--- config.mk ---
export PLATFORM = sky130hd
export DESIGN_NAME = qusmp_top
export DESIGN_NICKNAME = d
export VERILOG_FILES = /design/src/hdl/qusmp_pkg.sv /design/src/hdl/qusmp_stream_if.sv /design/src/hdl/qusmp_fifo.sv /design/src/hdl/qusmp_top.sv
export SDC_FILE = /design/constraint.sdc
export NUM_CORES = 1
export LEC_CHECK = 0
export ABC_AREA = 0
export BUFFER_PORTS_ARGS = -buffer_cell sky130_fd_sc_hd__buf_4
export CAP_MARGIN = 10
export CORE_MARGIN = 8
export CORE_UTILIZATION = 45
export DETAILED_ROUTE_END_ITERATION = 6
export GPL_TIMING_DRIVEN = 0
export PLACE_DENSITY = 0.6
export SYNTH_ARGS = -nofsm -noshare
export SYNTH_HDL_FRONTEND = slang
export SYNTH_HIERARCHICAL = 1
export SYNTH_SLANG_ARGS = --single-unit
export TNS_END_PERCENT = 30
--- constraint.sdc ---
create_clock -name clk -period 7.95 [get_ports clk]
set_clock_uncertainty 0.1 [all_clocks]
set_input_delay 1.1925 -clock clk [delete_from_list [all_inputs] [get_ports clk]]
set_output_delay 1.1925 -clock clk [all_outputs]
set_load 0.02 [all_outputs]
--- src/hdl/qusmp_pkg.sv ---
// Shared constants and state types for the quad serial modem pin block
package qusmp_pkg;
  localparam int          NUM_CH       = 4;
  localparam int          DATA_W       = 8;
  localparam int          FIFO_DEPTH   = 4;
  localparam int          FRAME_BITS   = 10;
  localparam logic [7:0]  BIT_CYC      = 8'h10;  // Clocks per serial bit
  localparam logic [7:0]  RX_HALF_CYC  = 8'h08;  // Start bit mid-sample point
  localparam logic [7:0]  IR_PULSE_CYC = 8'h03;  // Infrared pulse, 3/16 bit
  localparam logic [3:0]  STOP_IDX     = 4'h9;   // Frame index of stop bit
  localparam logic        TX_IDLE      = 1'b1;
  localparam logic        IR_IDLE      = 1'b0;
  localparam logic        PIN_OFF_N    = 1'b1;   // Deasserted active-low pin
  localparam logic [7:0]  STATUS_RST   = 8'h00;

  typedef struct packed {
    logic [1:0]  rxSync;
    logic [1:0]  ctsSync;
    logic [1:0]  dsrSync;
    logic [1:0]  cdSync;
    logic        txBusy;
    logic [9:0]  txShift;
    logic [3:0]  txBitCnt;
    logic [7:0]  txCyc;
    logic        serialOut;
    logic        irOut;
    logic        rxBusy;
    logic [7:0]  rxCyc;
    logic [3:0]  rxBitCnt;
    logic [7:0]  rxShift;
    logic [7:0]  rxHold;
    logic        rxDataReadyN;
    logic [7:0]  irStretch;
    logic        requestSendN;
    logic        terminalReadyN;
    logic        txSpaceReadyN;
  } qusmp_chan_s;

  typedef struct packed {
    qusmp_chan_s [NUM_CH-1:0] chan;
    logic [1:0]               selSync;
    logic [7:0]               hostData;
    logic                     hostOe;
  } qusmp_state_s;
endpackage

--- src/hdl/qusmp_stream_if.sv ---
// Valid/ready byte stream between the block's own modules
`timescale 1ns/1ps
interface qusmp_stream_if #(parameter int WIDTH = 8);
  logic [WIDTH-1:0] data;
  logic             valid;
  logic             ready;
  modport src (output data, output valid, input ready);
  modport snk (input data, input valid, output ready);
endinterface

--- src/hdl/qusmp_fifo.sv ---
// Small registered FIFO for transmit bytes
`timescale 1ns/1ps
module qusmp_fifo #(
  parameter int WIDTH = 8,
  parameter int DEPTH = 4
) (
  input  wire logic     clk,
  input  wire logic     rst_b,
  qusmp_stream_if.snk   inPort,
  qusmp_stream_if.src   outPort
);
  localparam int AW = $clog2(DEPTH);

  typedef struct packed {
    logic [DEPTH-1:0][WIDTH-1:0] mem;
    logic [AW-1:0]               wrPtr;
    logic [AW-1:0]               rdPtr;
    logic [AW:0]                 count;
    logic                        inReady;
    logic                        outValid;
  } qusmp_fifo_s;

  qusmp_fifo_s st_ff;
  qusmp_fifo_s nxt_st;

  // Push, pop and registered full/empty flags
  always_comb begin
    logic push;
    logic pop;
    push   = 1'b0;
    pop    = 1'b0;
    nxt_st = st_ff;
    push   = inPort.valid && st_ff.inReady;
    pop    = st_ff.outValid && outPort.ready;
    if (push) begin
      nxt_st.mem[st_ff.wrPtr] = inPort.data;
      nxt_st.wrPtr = AW'(st_ff.wrPtr + 1'b1);
    end
    if (pop) begin
      nxt_st.rdPtr = AW'(st_ff.rdPtr + 1'b1);
    end
    nxt_st.count    = (AW+1)'(st_ff.count + {AW'(0), push} - {AW'(0), pop});
    nxt_st.inReady  = (nxt_st.count != (AW+1)'(DEPTH));
    nxt_st.outValid = (nxt_st.count != '0);
  end

  always_ff @(posedge clk) begin
    if (!rst_b) begin
      st_ff <= '0;
      st_ff.inReady <= 1'b1;
    end else begin
      st_ff <= nxt_st;
    end
  end

  assign inPort.ready  = st_ff.inReady;
  assign outPort.valid = st_ff.outValid;
  assign outPort.data  = st_ff.mem[st_ff.rdPtr];
endmodule // qusmp_fifo

--- src/hdl/qusmp_top.sv ---
// Four-channel serial, infrared and modem pin logic with status byte
`timescale 1ns/1ps
module qusmp_top
  import qusmp_pkg::*;
(
  input  wire logic                          clk,
  input  wire logic                          rst_b,
  input  wire logic                          fifoStatusSelectN,
  output wire logic [7:0]                    hostDataOut,
  output wire logic                          hostDataOe,
  input  wire logic [NUM_CH-1:0]             irModeEn,
  input  wire logic [NUM_CH-1:0]             rtsCtl,
  input  wire logic [NUM_CH-1:0]             dtrCtl,
  input  wire logic [NUM_CH-1:0]             autoRtsEn,
  input  wire logic [NUM_CH-1:0]             autoCtsEn,
  input  wire logic [NUM_CH-1:0][DATA_W-1:0] txData,
  input  wire logic [NUM_CH-1:0]             txValid,
  output wire logic [NUM_CH-1:0]             txInReady,
  output wire logic [NUM_CH-1:0][DATA_W-1:0] rxData,
  input  wire logic [NUM_CH-1:0]             rxReadAck,
  output wire logic [NUM_CH-1:0]             serialOut,
  input  wire logic [NUM_CH-1:0]             serialIn,
  output wire logic [NUM_CH-1:0]             infraredOut,
  output wire logic [NUM_CH-1:0]             requestSendN,
  input  wire logic [NUM_CH-1:0]             clearSendN,
  output wire logic [NUM_CH-1:0]             terminalReadyN,
  input  wire logic [NUM_CH-1:0]             setReadyN,
  input  wire logic [NUM_CH-1:0]             carrierPresentN,
  output wire logic [NUM_CH-1:0]             ctsStatusN,
  output wire logic [NUM_CH-1:0]             dsrStatusN,
  output wire logic [NUM_CH-1:0]             cdStatusN,
  output wire logic [NUM_CH-1:0]             txSpaceReadyN,
  output wire logic [NUM_CH-1:0]             rxDataReadyN
);

  qusmp_state_s              st_ff;
  qusmp_state_s              nxt_st;
  logic [NUM_CH-1:0][7:0]    fifoData;
  logic [NUM_CH-1:0]         fifoValid;
  logic [NUM_CH-1:0]         fifoInReady;
  logic [NUM_CH-1:0]         txTake;

  for (genvar i = 0; i < NUM_CH; i++) begin : g_ch
    qusmp_stream_if #(.WIDTH(DATA_W)) inIf ();
    qusmp_stream_if #(.WIDTH(DATA_W)) outIf ();

    assign inIf.data      = txData[i];
    assign inIf.valid     = txValid[i];
    assign fifoInReady[i] = inIf.ready;
    assign txInReady[i]   = inIf.ready;
    assign fifoData[i]    = outIf.data;
    assign fifoValid[i]   = outIf.valid;
    assign outIf.ready    = txTake[i];

    qusmp_fifo #(.WIDTH(DATA_W), .DEPTH(FIFO_DEPTH)) u_txFifo (
      .clk     (clk),
      .rst_b   (rst_b),
      .inPort  (inIf),
      .outPort (outIf)
    );

    // Pins straight from channel flops
    assign serialOut[i]      = st_ff.chan[i].serialOut;
    assign infraredOut[i]    = st_ff.chan[i].irOut;
    assign requestSendN[i]   = st_ff.chan[i].requestSendN;
    assign terminalReadyN[i] = st_ff.chan[i].terminalReadyN;
    assign ctsStatusN[i]     = st_ff.chan[i].ctsSync[1];
    assign dsrStatusN[i]     = st_ff.chan[i].dsrSync[1];
    assign cdStatusN[i]      = st_ff.chan[i].cdSync[1];
    assign txSpaceReadyN[i]  = st_ff.chan[i].txSpaceReadyN;
    assign rxDataReadyN[i]   = st_ff.chan[i].rxDataReadyN;
    assign rxData[i]         = st_ff.chan[i].rxHold;
  end

  always_comb begin
    for (int i = 0; i < NUM_CH; i++) begin
      txTake[i] = fifoValid[i] && !st_ff.chan[i].txBusy
                  && (!autoCtsEn[i] || !st_ff.chan[i].ctsSync[1]);
    end
  end

  // Channel transmit, receive and handshake logic
  always_comb begin
    logic txBit;
    logic irPulse;
    logic rxLine;
    txBit   = 1'b1;
    irPulse = 1'b0;
    rxLine  = 1'b1;
    nxt_st  = st_ff;
    for (int i = 0; i < NUM_CH; i++) begin
      // Two-stage pin synchronisers
      nxt_st.chan[i].rxSync  = {st_ff.chan[i].rxSync[0], serialIn[i]};
      nxt_st.chan[i].ctsSync = {st_ff.chan[i].ctsSync[0], clearSendN[i]};
      nxt_st.chan[i].dsrSync = {st_ff.chan[i].dsrSync[0], setReadyN[i]};
      nxt_st.chan[i].cdSync  = {st_ff.chan[i].cdSync[0], carrierPresentN[i]};

      // Transmit frame shifter
      if (txTake[i]) begin
        nxt_st.chan[i].txBusy   = 1'b1;
        nxt_st.chan[i].txShift  = {1'b1, fifoData[i], 1'b0};
        nxt_st.chan[i].txBitCnt = 4'h0;
        nxt_st.chan[i].txCyc    = 8'h00;
      end else if (st_ff.chan[i].txBusy) begin
        if (st_ff.chan[i].txCyc == BIT_CYC - 8'h01) begin
          nxt_st.chan[i].txCyc    = 8'h00;
          nxt_st.chan[i].txShift  = {1'b1, st_ff.chan[i].txShift[9:1]};
          nxt_st.chan[i].txBitCnt = st_ff.chan[i].txBitCnt + 4'h1;
          if (st_ff.chan[i].txBitCnt == STOP_IDX) begin
            nxt_st.chan[i].txBusy = 1'b0;
          end
        end else begin
          nxt_st.chan[i].txCyc = st_ff.chan[i].txCyc + 8'h01;
        end
      end
      // Start bit leaves on the take edge, so it lasts a full bit time
      txBit   = nxt_st.chan[i].txBusy ? nxt_st.chan[i].txShift[0] : TX_IDLE;
      irPulse = nxt_st.chan[i].txBusy && !txBit && (nxt_st.chan[i].txCyc < IR_PULSE_CYC);
      nxt_st.chan[i].serialOut = irModeEn[i] ? irPulse : (nxt_st.chan[i].txBusy ? txBit : TX_IDLE);
      nxt_st.chan[i].irOut = irPulse;

      // infrared decoder stretches pulses
      // A plain idle-high line must not leave a stale stretch behind
      // Switching mode while a line is active may still show one false frame
      if (irModeEn[i] && st_ff.chan[i].rxSync[1]) begin
        nxt_st.chan[i].irStretch = BIT_CYC - 8'h01;
      end else if (st_ff.chan[i].irStretch != 8'h00) begin
        nxt_st.chan[i].irStretch = st_ff.chan[i].irStretch - 8'h01;
      end
      rxLine = irModeEn[i] ? (st_ff.chan[i].irStretch == 8'h00 && !st_ff.chan[i].rxSync[1])
                           : st_ff.chan[i].rxSync[1];

      // Receive holding register, ack clears its ready flag
      if (rxReadAck[i]) begin
        nxt_st.chan[i].rxDataReadyN = PIN_OFF_N;
      end
      if (!st_ff.chan[i].rxBusy) begin
        if (!rxLine) begin
          nxt_st.chan[i].rxBusy   = 1'b1;
          nxt_st.chan[i].rxCyc    = RX_HALF_CYC;
          nxt_st.chan[i].rxBitCnt = 4'h0;
        end
      end else if (st_ff.chan[i].rxCyc != 8'h00) begin
        nxt_st.chan[i].rxCyc = st_ff.chan[i].rxCyc - 8'h01;
      end else begin
        nxt_st.chan[i].rxCyc    = BIT_CYC - 8'h01;
        nxt_st.chan[i].rxBitCnt = st_ff.chan[i].rxBitCnt + 4'h1;
        if (st_ff.chan[i].rxBitCnt == 4'h0 && rxLine) begin
          nxt_st.chan[i].rxBusy = 1'b0;  // False start
        end else if (st_ff.chan[i].rxBitCnt == STOP_IDX) begin
          nxt_st.chan[i].rxBusy = 1'b0;
          nxt_st.chan[i].rxHold       = st_ff.chan[i].rxShift;
          nxt_st.chan[i].rxDataReadyN = 1'b0;
        end else if (st_ff.chan[i].rxBitCnt != 4'h0) begin
          nxt_st.chan[i].rxShift = {rxLine, st_ff.chan[i].rxShift[7:1]};
        end
      end

      nxt_st.chan[i].txSpaceReadyN = !fifoInReady[i];
      nxt_st.chan[i].requestSendN = !(rtsCtl[i]
                                      && !(autoRtsEn[i] && !st_ff.chan[i].rxDataReadyN));
      nxt_st.chan[i].terminalReadyN = !dtrCtl[i];
    end

    nxt_st.selSync = {st_ff.selSync[0], fifoStatusSelectN};
    nxt_st.hostOe  = !st_ff.selSync[1];
    for (int i = 0; i < NUM_CH; i++) begin
      nxt_st.hostData[i]          = !st_ff.chan[i].txSpaceReadyN;
      nxt_st.hostData[i + NUM_CH] = st_ff.chan[i].rxDataReadyN;
    end
  end

  // Register all state
  always_ff @(posedge clk) begin
    if (!rst_b) begin
      st_ff          <= '0;
      st_ff.selSync  <= 2'h3;
      st_ff.hostData <= STATUS_RST;
      for (int i = 0; i < NUM_CH; i++) begin
        st_ff.chan[i].serialOut      <= TX_IDLE;
        st_ff.chan[i].irOut          <= IR_IDLE;
        st_ff.chan[i].rxSync         <= 2'h0;  // Plain line reads as false start
        st_ff.chan[i].ctsSync        <= 2'h3;
        st_ff.chan[i].dsrSync        <= 2'h3;
        st_ff.chan[i].cdSync         <= 2'h3;
        st_ff.chan[i].rxDataReadyN   <= PIN_OFF_N;
        st_ff.chan[i].requestSendN   <= PIN_OFF_N;
        st_ff.chan[i].terminalReadyN <= PIN_OFF_N;
        st_ff.chan[i].txSpaceReadyN  <= PIN_OFF_N;
      end
    end else begin
      st_ff <= nxt_st;
    end
  end

  assign hostDataOut = st_ff.hostData;
  assign hostDataOe  = st_ff.hostOe;
endmodule // qusmp_top

==> results.md, run 1 <==
* Final Util at 53.18%
* Source-to-sink clock delay at the later pin of the worst-skew pair at 0.59 ns
* Quantity of I/O buffers inserted on ports at 155
* Mean Syn Cell Area at ~9.7 um2
* Post-CTS Hold Buffers at 0
* Clock root cell: clkbuf_16
* Via density per instance at 5.114
* Run status: complete, no violations
* Total power per unit cell area at 286.3 nW/um2
* Count of vias placed by the detailed router at 15.44k
* Detail Route Antenna Nets at 0
* Vias in the first global route at 15.29k
* Post-layout minimum cycle time at 3.790 ns
* Period utilization at 47.67%
* Count of endpoints failing setup in the final report at 0
* Clock buffer count from CTS at 52
* Highest clock rate at between 200 and 300 MHz
* Peak fanout along the critical path at 10
* Critical path's top delay family: buffers and inverters
* RD Place Congestion at between 0.8 and 0.9
* Effective utilization at floorplan at 45.37%
* Total inserted antenna cells at 0
* Async set or reset register ratio after synthesis at 0%
* Worst path buffer plus inverter count at 5
* WS Path Type: in -> reg
* Row count at 79
* RSZ-0062 raised after global routing: no
* Syn Nets at 2305
* Number of warning messages in the yosys log at 6
* Setup TNS Final at 0 ns
* Leading cell types by total area after synthesis: dfxtp_1 45%, mux2i_1 8.9%, nor2b_1 4.2%
* Register bit total from synthesis at 471
* Number of synthesized flops with an enable pin at 0
* CP max stage cell: clkbuf_1
* Post-Syn Instances at 2162
* Fraction of synthesized cell area taken by the top area cell type at roughly 45%
* Endpoint class of the critical path: flip-flop
* Area growth from synthesis to layout at 17.21%
* Max-cap check violation count at 0
* Post-CTS setup buffer count at 0
* Number of distinct library cells after synthesis at 79
* Kind of start point of the critical path: primary input
* Slowest Stage Delay on Critical Path at 0.44 ns
* Area of the core at 46360 um2
* Overall die width at ~230 um
* First-pass detailed-route iteration total at 5
* Cell taking the most area after synthesis: dfxtp_1
* Maximum number of pins on one net before global-route repair at 22
* Nets@finish at 2516
* Lkg Pwr at around 11 nW
* Pins Over Slew Limit at 0
* Violation count after the first detailed-routing iteration at approximately 740
* Seq/Total Area, Yosys at 44.83%
* Highest ir drop seen on vdd at 150.9 uV
* Total gr overflow at 0
* Relative slew slack at 26.13%
* Number of antenna violations at the first check in global routing at 0
* Die footprint at approximately 54000 um2
* Level count of the clock H-tree at 2
* Number of top-level pins at 160
* Residual DRC count at 0
* Fill cell total of the finished layout at about 4.2k
* Final HPWL DP at 34.63 mm
* CP arrival at between 4 and 5 ns
* Overall global routing resource usage at a little under a fifth
* Share of final-layout standard cells stronger than drive strength 1 at approximately 17%
* Crit path required time at 8.31 ns
* Cell area after synthesis at 21030 um2
* Quantity of gates resized following cts at 0
* Clock tree from TritonCTS: done
* Clock sink total at 471
* Number of buffers on the longest clock path at 3
* Detailed Route WL at 49.23 mm
* Hold slack final at ~0.29 ns
* First-pass GRT wire length at 79.56 mm
* Drt wl/cell at 16.31 um
* Final hold violations at 0
* Min-Delay Path Class: reg -> reg
* Cells along the critical path: buf_4 -> and2_0 -> or2_2 -> clkbuf_1 -> clkbuf_1 -> inv_1 -> and2_1 -> ha_1 -> inv_1 -> ha_1 -> fa_1 -> xnor2_1 -> xnor2_1 -> o31a_1
* Top_reg_cell synth: dfxtp_1
* Die Y-Extent at ~230 um
* Transition time at the pin with the least slew margin at 1.108 ns
* Clock-pin slew on the worst setup and hold paths at 0.06 ns
[cell usage after synthesis (all sizes together), types with 36 or more instances]
| library cell | n |
|---|---|
| dfxtp | 471 |
| mux2i | 187 |
| nor2 | 185 |
| nand2 | 180 |
| nor2b | 142 |
| buf | 105 |
| a21oi | 99 |
| clkbuf | 75 |
| inv | 69 |
| ha | 60 |
| nand3 | 54 |
| xnor2 | 52 |
| o21ai | 48 |
| and2 | 41 |
| nand2b | 39 |
| nor3 | 36 |
[state kept, by name, summed over array words and instances, names as in the netlist, 8 cells and up]
signal,flops
g_ch.u_txFifo/st_ff,156
hostDataOut,8
nxt_st,17
rxData,32
st_ff,213
[cell families (layout without fill, tap and decap cells)]
| family | Yosys count | count (layout) | share of synthesized area [%] |
|---|---|---|---|
| and+or+nand+nor | 781 | 781 | 20.01 |
| muxes | 219 | 219 | 12.33 |
| adders and majority gates | 64 | 64 | 3.950 |
| AOI/OAI and AO/OA | 291 | 291 | 9.043 |
| DFF | 471 | 471 | 44.83 |
| xor gates and xnor gates | 86 | 86 | 3.581 |
| buffers and inverters | 250 | 499 | 6.253 |
[placed cells by master (no fill, tap or decap), types with 34 or more instances in the layout]
cell type and n:
a21oi_1 99, and2_1 40, buf_4 244, clkbuf_1 94
clkbuf_16 53, dfxtp_1 471, ha_1 60, inv_1 68
mux2i_1 187, nand2_1 180, nand2b_1 39, nand3_1 38
nor2_1 183, nor2b_1 142, o21ai_0 47, xnor2_1 52
xor2_1 34
[where the power goes]
part / switching, W / internal (W)
clock network: 0.000933 / 0.00142
logic: 0.000995 / 0.000833
registers: 0.000215 / 0.00267
[through the flow]
step                worst slack (ns)  instance area, um2  instances  power [W]
floorplan                      4.150               21030       2162   0.004306
global placement               3.583               22950       2924   0.004708
detailed placement             3.583               22980       2926   0.004758
CTS                            4.214               24650       3018   0.007149
global route                   3.911               24650       3018   0.007502
finish                         4.160               24650       3018   0.007057
[final timing paths]
path | startpoint | to | slack (ns) | cells past startpoint
worst max register to register | ctsStatusN[2] | g_ch[2].u_txFifo/outPort.valid | 4.52 | 13
worst max-delay path | autoCtsEn[2] | g_ch[2].u_txFifo/outPort.valid | 4.16 | 14
worst min-delay path | st_ff[10] | hostDataOe | 0.29 | 1
worst min register to register | st_ff[10] | hostDataOe | 0.29 | 1
[routing by layer]
metal	share of wire, %	track usage, %	vias up	routed length, um
met5	0	0	-	0
met4	2.6	5.843	0	1289
met2	46	29.22	303	22420
met1	47	23.90	7260	22990
met3	5.1	3.469	81	2527
li1	-	-	7791	-
[worst reg2reg max path: cells and delay by family (launching register included)]
family                   cells  cell delay [ns]
buffers and inverters        4             0.94
flip-flops                   1             0.32
AO/OA/AOI/OAI                1             0.25
XOR/XNOR                     2             0.30
AND/OR/NAND/NOR              3             0.57
adder cells (fa/ha/maj)      3             0.83
[area by class of cell]
class | instances | area, um2 | area share (%)
Timing Repair Buffer | 157 | 1186 | 4.812
Tap cell | 607 | 759.5 | 3.081
Buffer | 180 | 1054 | 4.274
Clock inverter | 6 | 82.58 | 0.3350
Sequential cell | 471 | 9429 | 38.25
Inverter | 70 | 262.8 | 1.066
Clock buffer | 86 | 1590 | 6.451
Multi-Input combinational cell | 1441 | 10290 | 41.73
(Power assumes the default switching activity.)
==> inputs of run 2 (changes only) <==
- PLACE_DENSITY: 0.6 -> 0.62
- clock period: 7.95 -> 3.05 ns (I/O delays scaled with it)
==> run 2 against run 1 <==
Final cell count rose by 0.86%. Sequential power rose to 2.6 times the previous value. Power grew to 2.7 times the previous value.
==> results.md, run 2 (synthesis results as in run 1) <==
* Overall global routing resource usage at 18.09% (+0.077 points)
* Peak fanout along the critical path at 10 (unchanged)
* Highest clock rate at 340.0 MHz
* Lkg Pwr at 10.68 nW (+1.6%)
* Fraction of met3 tracks used by global routing at 4.105% (+0.64 points)
* Final hold violations at 0 (unchanged)
* Clock buffer count from CTS at 51 (-1.9%)
* Die Y-Extent at 232.2 um (unchanged)
* Count of vias placed by the detailed router at 15.56k (+0.78%)
* Residual DRC count at 0 (unchanged)
* Top reg by flops: st_ff
* Kind of start point of the critical path: flip-flop
* Slowest Stage Delay on Critical Path at 0.38 ns (-0.06 ns)
* Total power per unit cell area at 749.2 nW/um2 (+160%)
* Clock tree from TritonCTS: done
* First-pass detailed-route iteration total at 5 (unchanged)
* WS Path Type: reg -> reg
* Nets@finish at 2539 (+0.91%)
* Total gr overflow at 0 (unchanged)
* Detail Route Antenna Nets at 0 (unchanged)
* Commonest cells after routing, fill and taps aside: 471 x dfxtp_1, 244 x buf_4, 187 x mux2i_1
* Max-cap check violation count at 0 (unchanged)
* GR Layer Usage met2 at 30.44% (+1.2 points)
* Min-Delay Path Class: in -> reg
* Worst slack, placed at -0.6246 ns (-4.208 ns)
* Die footprint at 53910 um2 (unchanged)
* Most common cell after layout, fill and taps aside: dfxtp_1
* Period utilization at 96.43%
* Transition time at the pin with the least slew margin at 1.075 ns (-0.03345 ns)
* Post-layout minimum cycle time at 2.941 ns
* Via density per instance at 5.110 (about the same)
* Clock-pin slew on the worst setup and hold paths at 0.06 ns (about the same)
* Pins Over Slew Limit at 0 (unchanged)
* Clock root cell: clkbuf_16
* Overall die width at 232.2 um (unchanged)
* Overall power consumption at 0.01875 W (+170%)
* CP arrival at 3.31 ns (-0.84 ns)
* Quantity of I/O buffers inserted on ports at 155 (unchanged)
* Fraction of met1 tracks used by global routing at 23.27% (-0.63 points)
* Worst path buffer plus inverter count at 4 (-1)
* Row count at 79 (unchanged)
* Source-to-sink clock delay at the later pin of the worst-skew pair at 0.59 ns (about the same)
* Endpoint class of the critical path: flip-flop
* Setup TNS Final at 0 ns (unchanged)
* Number of antenna violations at the first check in global routing at 2 (+2)
* Clock sink total at 471 (unchanged)
* RSZ-0062 raised after global routing: yes
* Final HPWL DP at 35.08 mm (+1.3%)
* Effective utilization at floorplan at 45.37% (unchanged)
* RD Place Congestion at 0.8337 (+1.8%)
* Cell Count Post-Placement at 2926 (unchanged)
* Crit path required time at 3.42 ns (-4.89 ns)
* Level count of the clock H-tree at 2 (unchanged)
* Area growth from synthesis to layout at 19.02%
* Flop-to-flop setup slack at 0.11 ns (-4.41 ns)
* Number of flip-flops in the largest register at 213 (unchanged)
* Number of buffers on the longest clock path at 3 (unchanged)
* Maximum number of pins on one net before global-route repair at 22 (unchanged)
* Post-CTS setup buffer count at 0 (unchanged)
* First-pass GRT wire length at 79.79 mm (+0.29%)
* Highest ir drop seen on vdd at 415.4 uV (+180%)
* Detailed Route WL at 49.83 mm (+1.2%)
* Crit path setup slack, layout at 0.1088 ns (-4.051 ns)
* Violation count after the first detailed-routing iteration at 978 (+33%)
* Post-Layout Cell Count at 3044 (+0.86%)
* Number of top-level pins at 160 (unchanged)
* Cells along the critical path: clkbuf_4 -> nand2b_2 -> clkbuf_4 -> inv_1 -> and2_1 -> ha_1 -> inv_1 -> ha_1 -> fa_1 -> xnor2_1 -> xnor2_1 -> o31a_1
* Area of the core at 46360 um2 (unchanged)
* Vias in the first global route at 15.45k (+1.0%)
* Relative slew slack at 28.36% (+2.2 points)
* CP max stage cell: fa_1
* Drt wl/cell at 16.37 um (+0.36%)
* Run status: complete, no violations
* Count of endpoints failing setup in the final report at 0 (unchanged)
* Critical path's top delay family: adder cells
* Highest-utilization routing layer at the global route stage: met2
* Share of final-layout standard cells stronger than drive strength 1 at 17.86% (+0.56 points)
==> run 2: changes by cell type in the layout (fill, tap and decap cells not counted), sizes merged <==
cell | previous run | this run
dlygate4sd3 | 0 | 27
clkbuf | 161 | 146
clkinv | 4 | 10
bufinv | 2 | 6
inv | 69 | 71
clkinvlp | 1 | 2
diode | 0 | 1
==> run 2: power by group <==
| part | internal, W | switching [W] | total, W |
|---|---|---|---|
| Clock | 0.00389 | 0.00252 | 0.00642 |
| Combinational | 0.00221 | 0.00261 | 0.00482 |
| Sequential | 0.00695 | 0.000564 | 0.00751 |
==> run 2: final timing paths <==
kind                              startpoint                              to  cells after the start
worst min register to register     st_ff[10]                      hostDataOe                      1
worst max-delay path              st_ff[150]  g_ch[1].u_txFifo/outPort.valid                     12
worst min-delay path            rxReadAck[3]                 rxDataReadyN[3]                      3
worst max register to register    st_ff[150]  g_ch[1].u_txFifo/outPort.valid                     12
==> run 2: layout make-up <==
class,count,area [um2]
fillers,4149,21330
flip-flops and latches,471,9429
multi-input cells,1441,10300
diodes,1,2.502
inverters,70,266.5
clock buffers,74,1493
plain buffers,177,1056
clock inverters,19,259.0
repair buffers,184,1464
well taps,607,759.5
==> run 2: worst reg2reg max path: stages, from the launching register on <==
cell and delay [ns]:
dfxtp_1 0.36, clkbuf_4 0.20, nand2b_2 0.18, clkbuf_4 0.22, inv_1 0.09, and2_1 0.18
ha_1 0.28, inv_1 0.04, ha_1 0.18, fa_1 0.38, xnor2_1 0.21, xnor2_1 0.13
o31a_1 0.25
==> run 2: routing by layer <==
layer	wire (um)	vias to the layer above
li1	-	7831
met2	23540	273
met3	2700	66
met5	0	-
met4	880	0
met1	22710	7386
==> run 2: metrics by stage <==
stage               hold slack [ns]  cell area (um2)  util, %
floorplan                    0.2682            21030        -
global placement             0.2877            22960    49.52
detailed placement           0.2855            22990    49.58
CTS                        0.002189            25020    53.97
global route                0.02638            25030    54.00
finish                      0.03230            25030    54.00
==> run 2: what timing repair did <==
action,CTS,global route
endpoints found under the setup margin,14,12
gates cloned,0,0
resized for setup,10,9
endpoints found under the hold margin,27,0
hold buffers,27,0
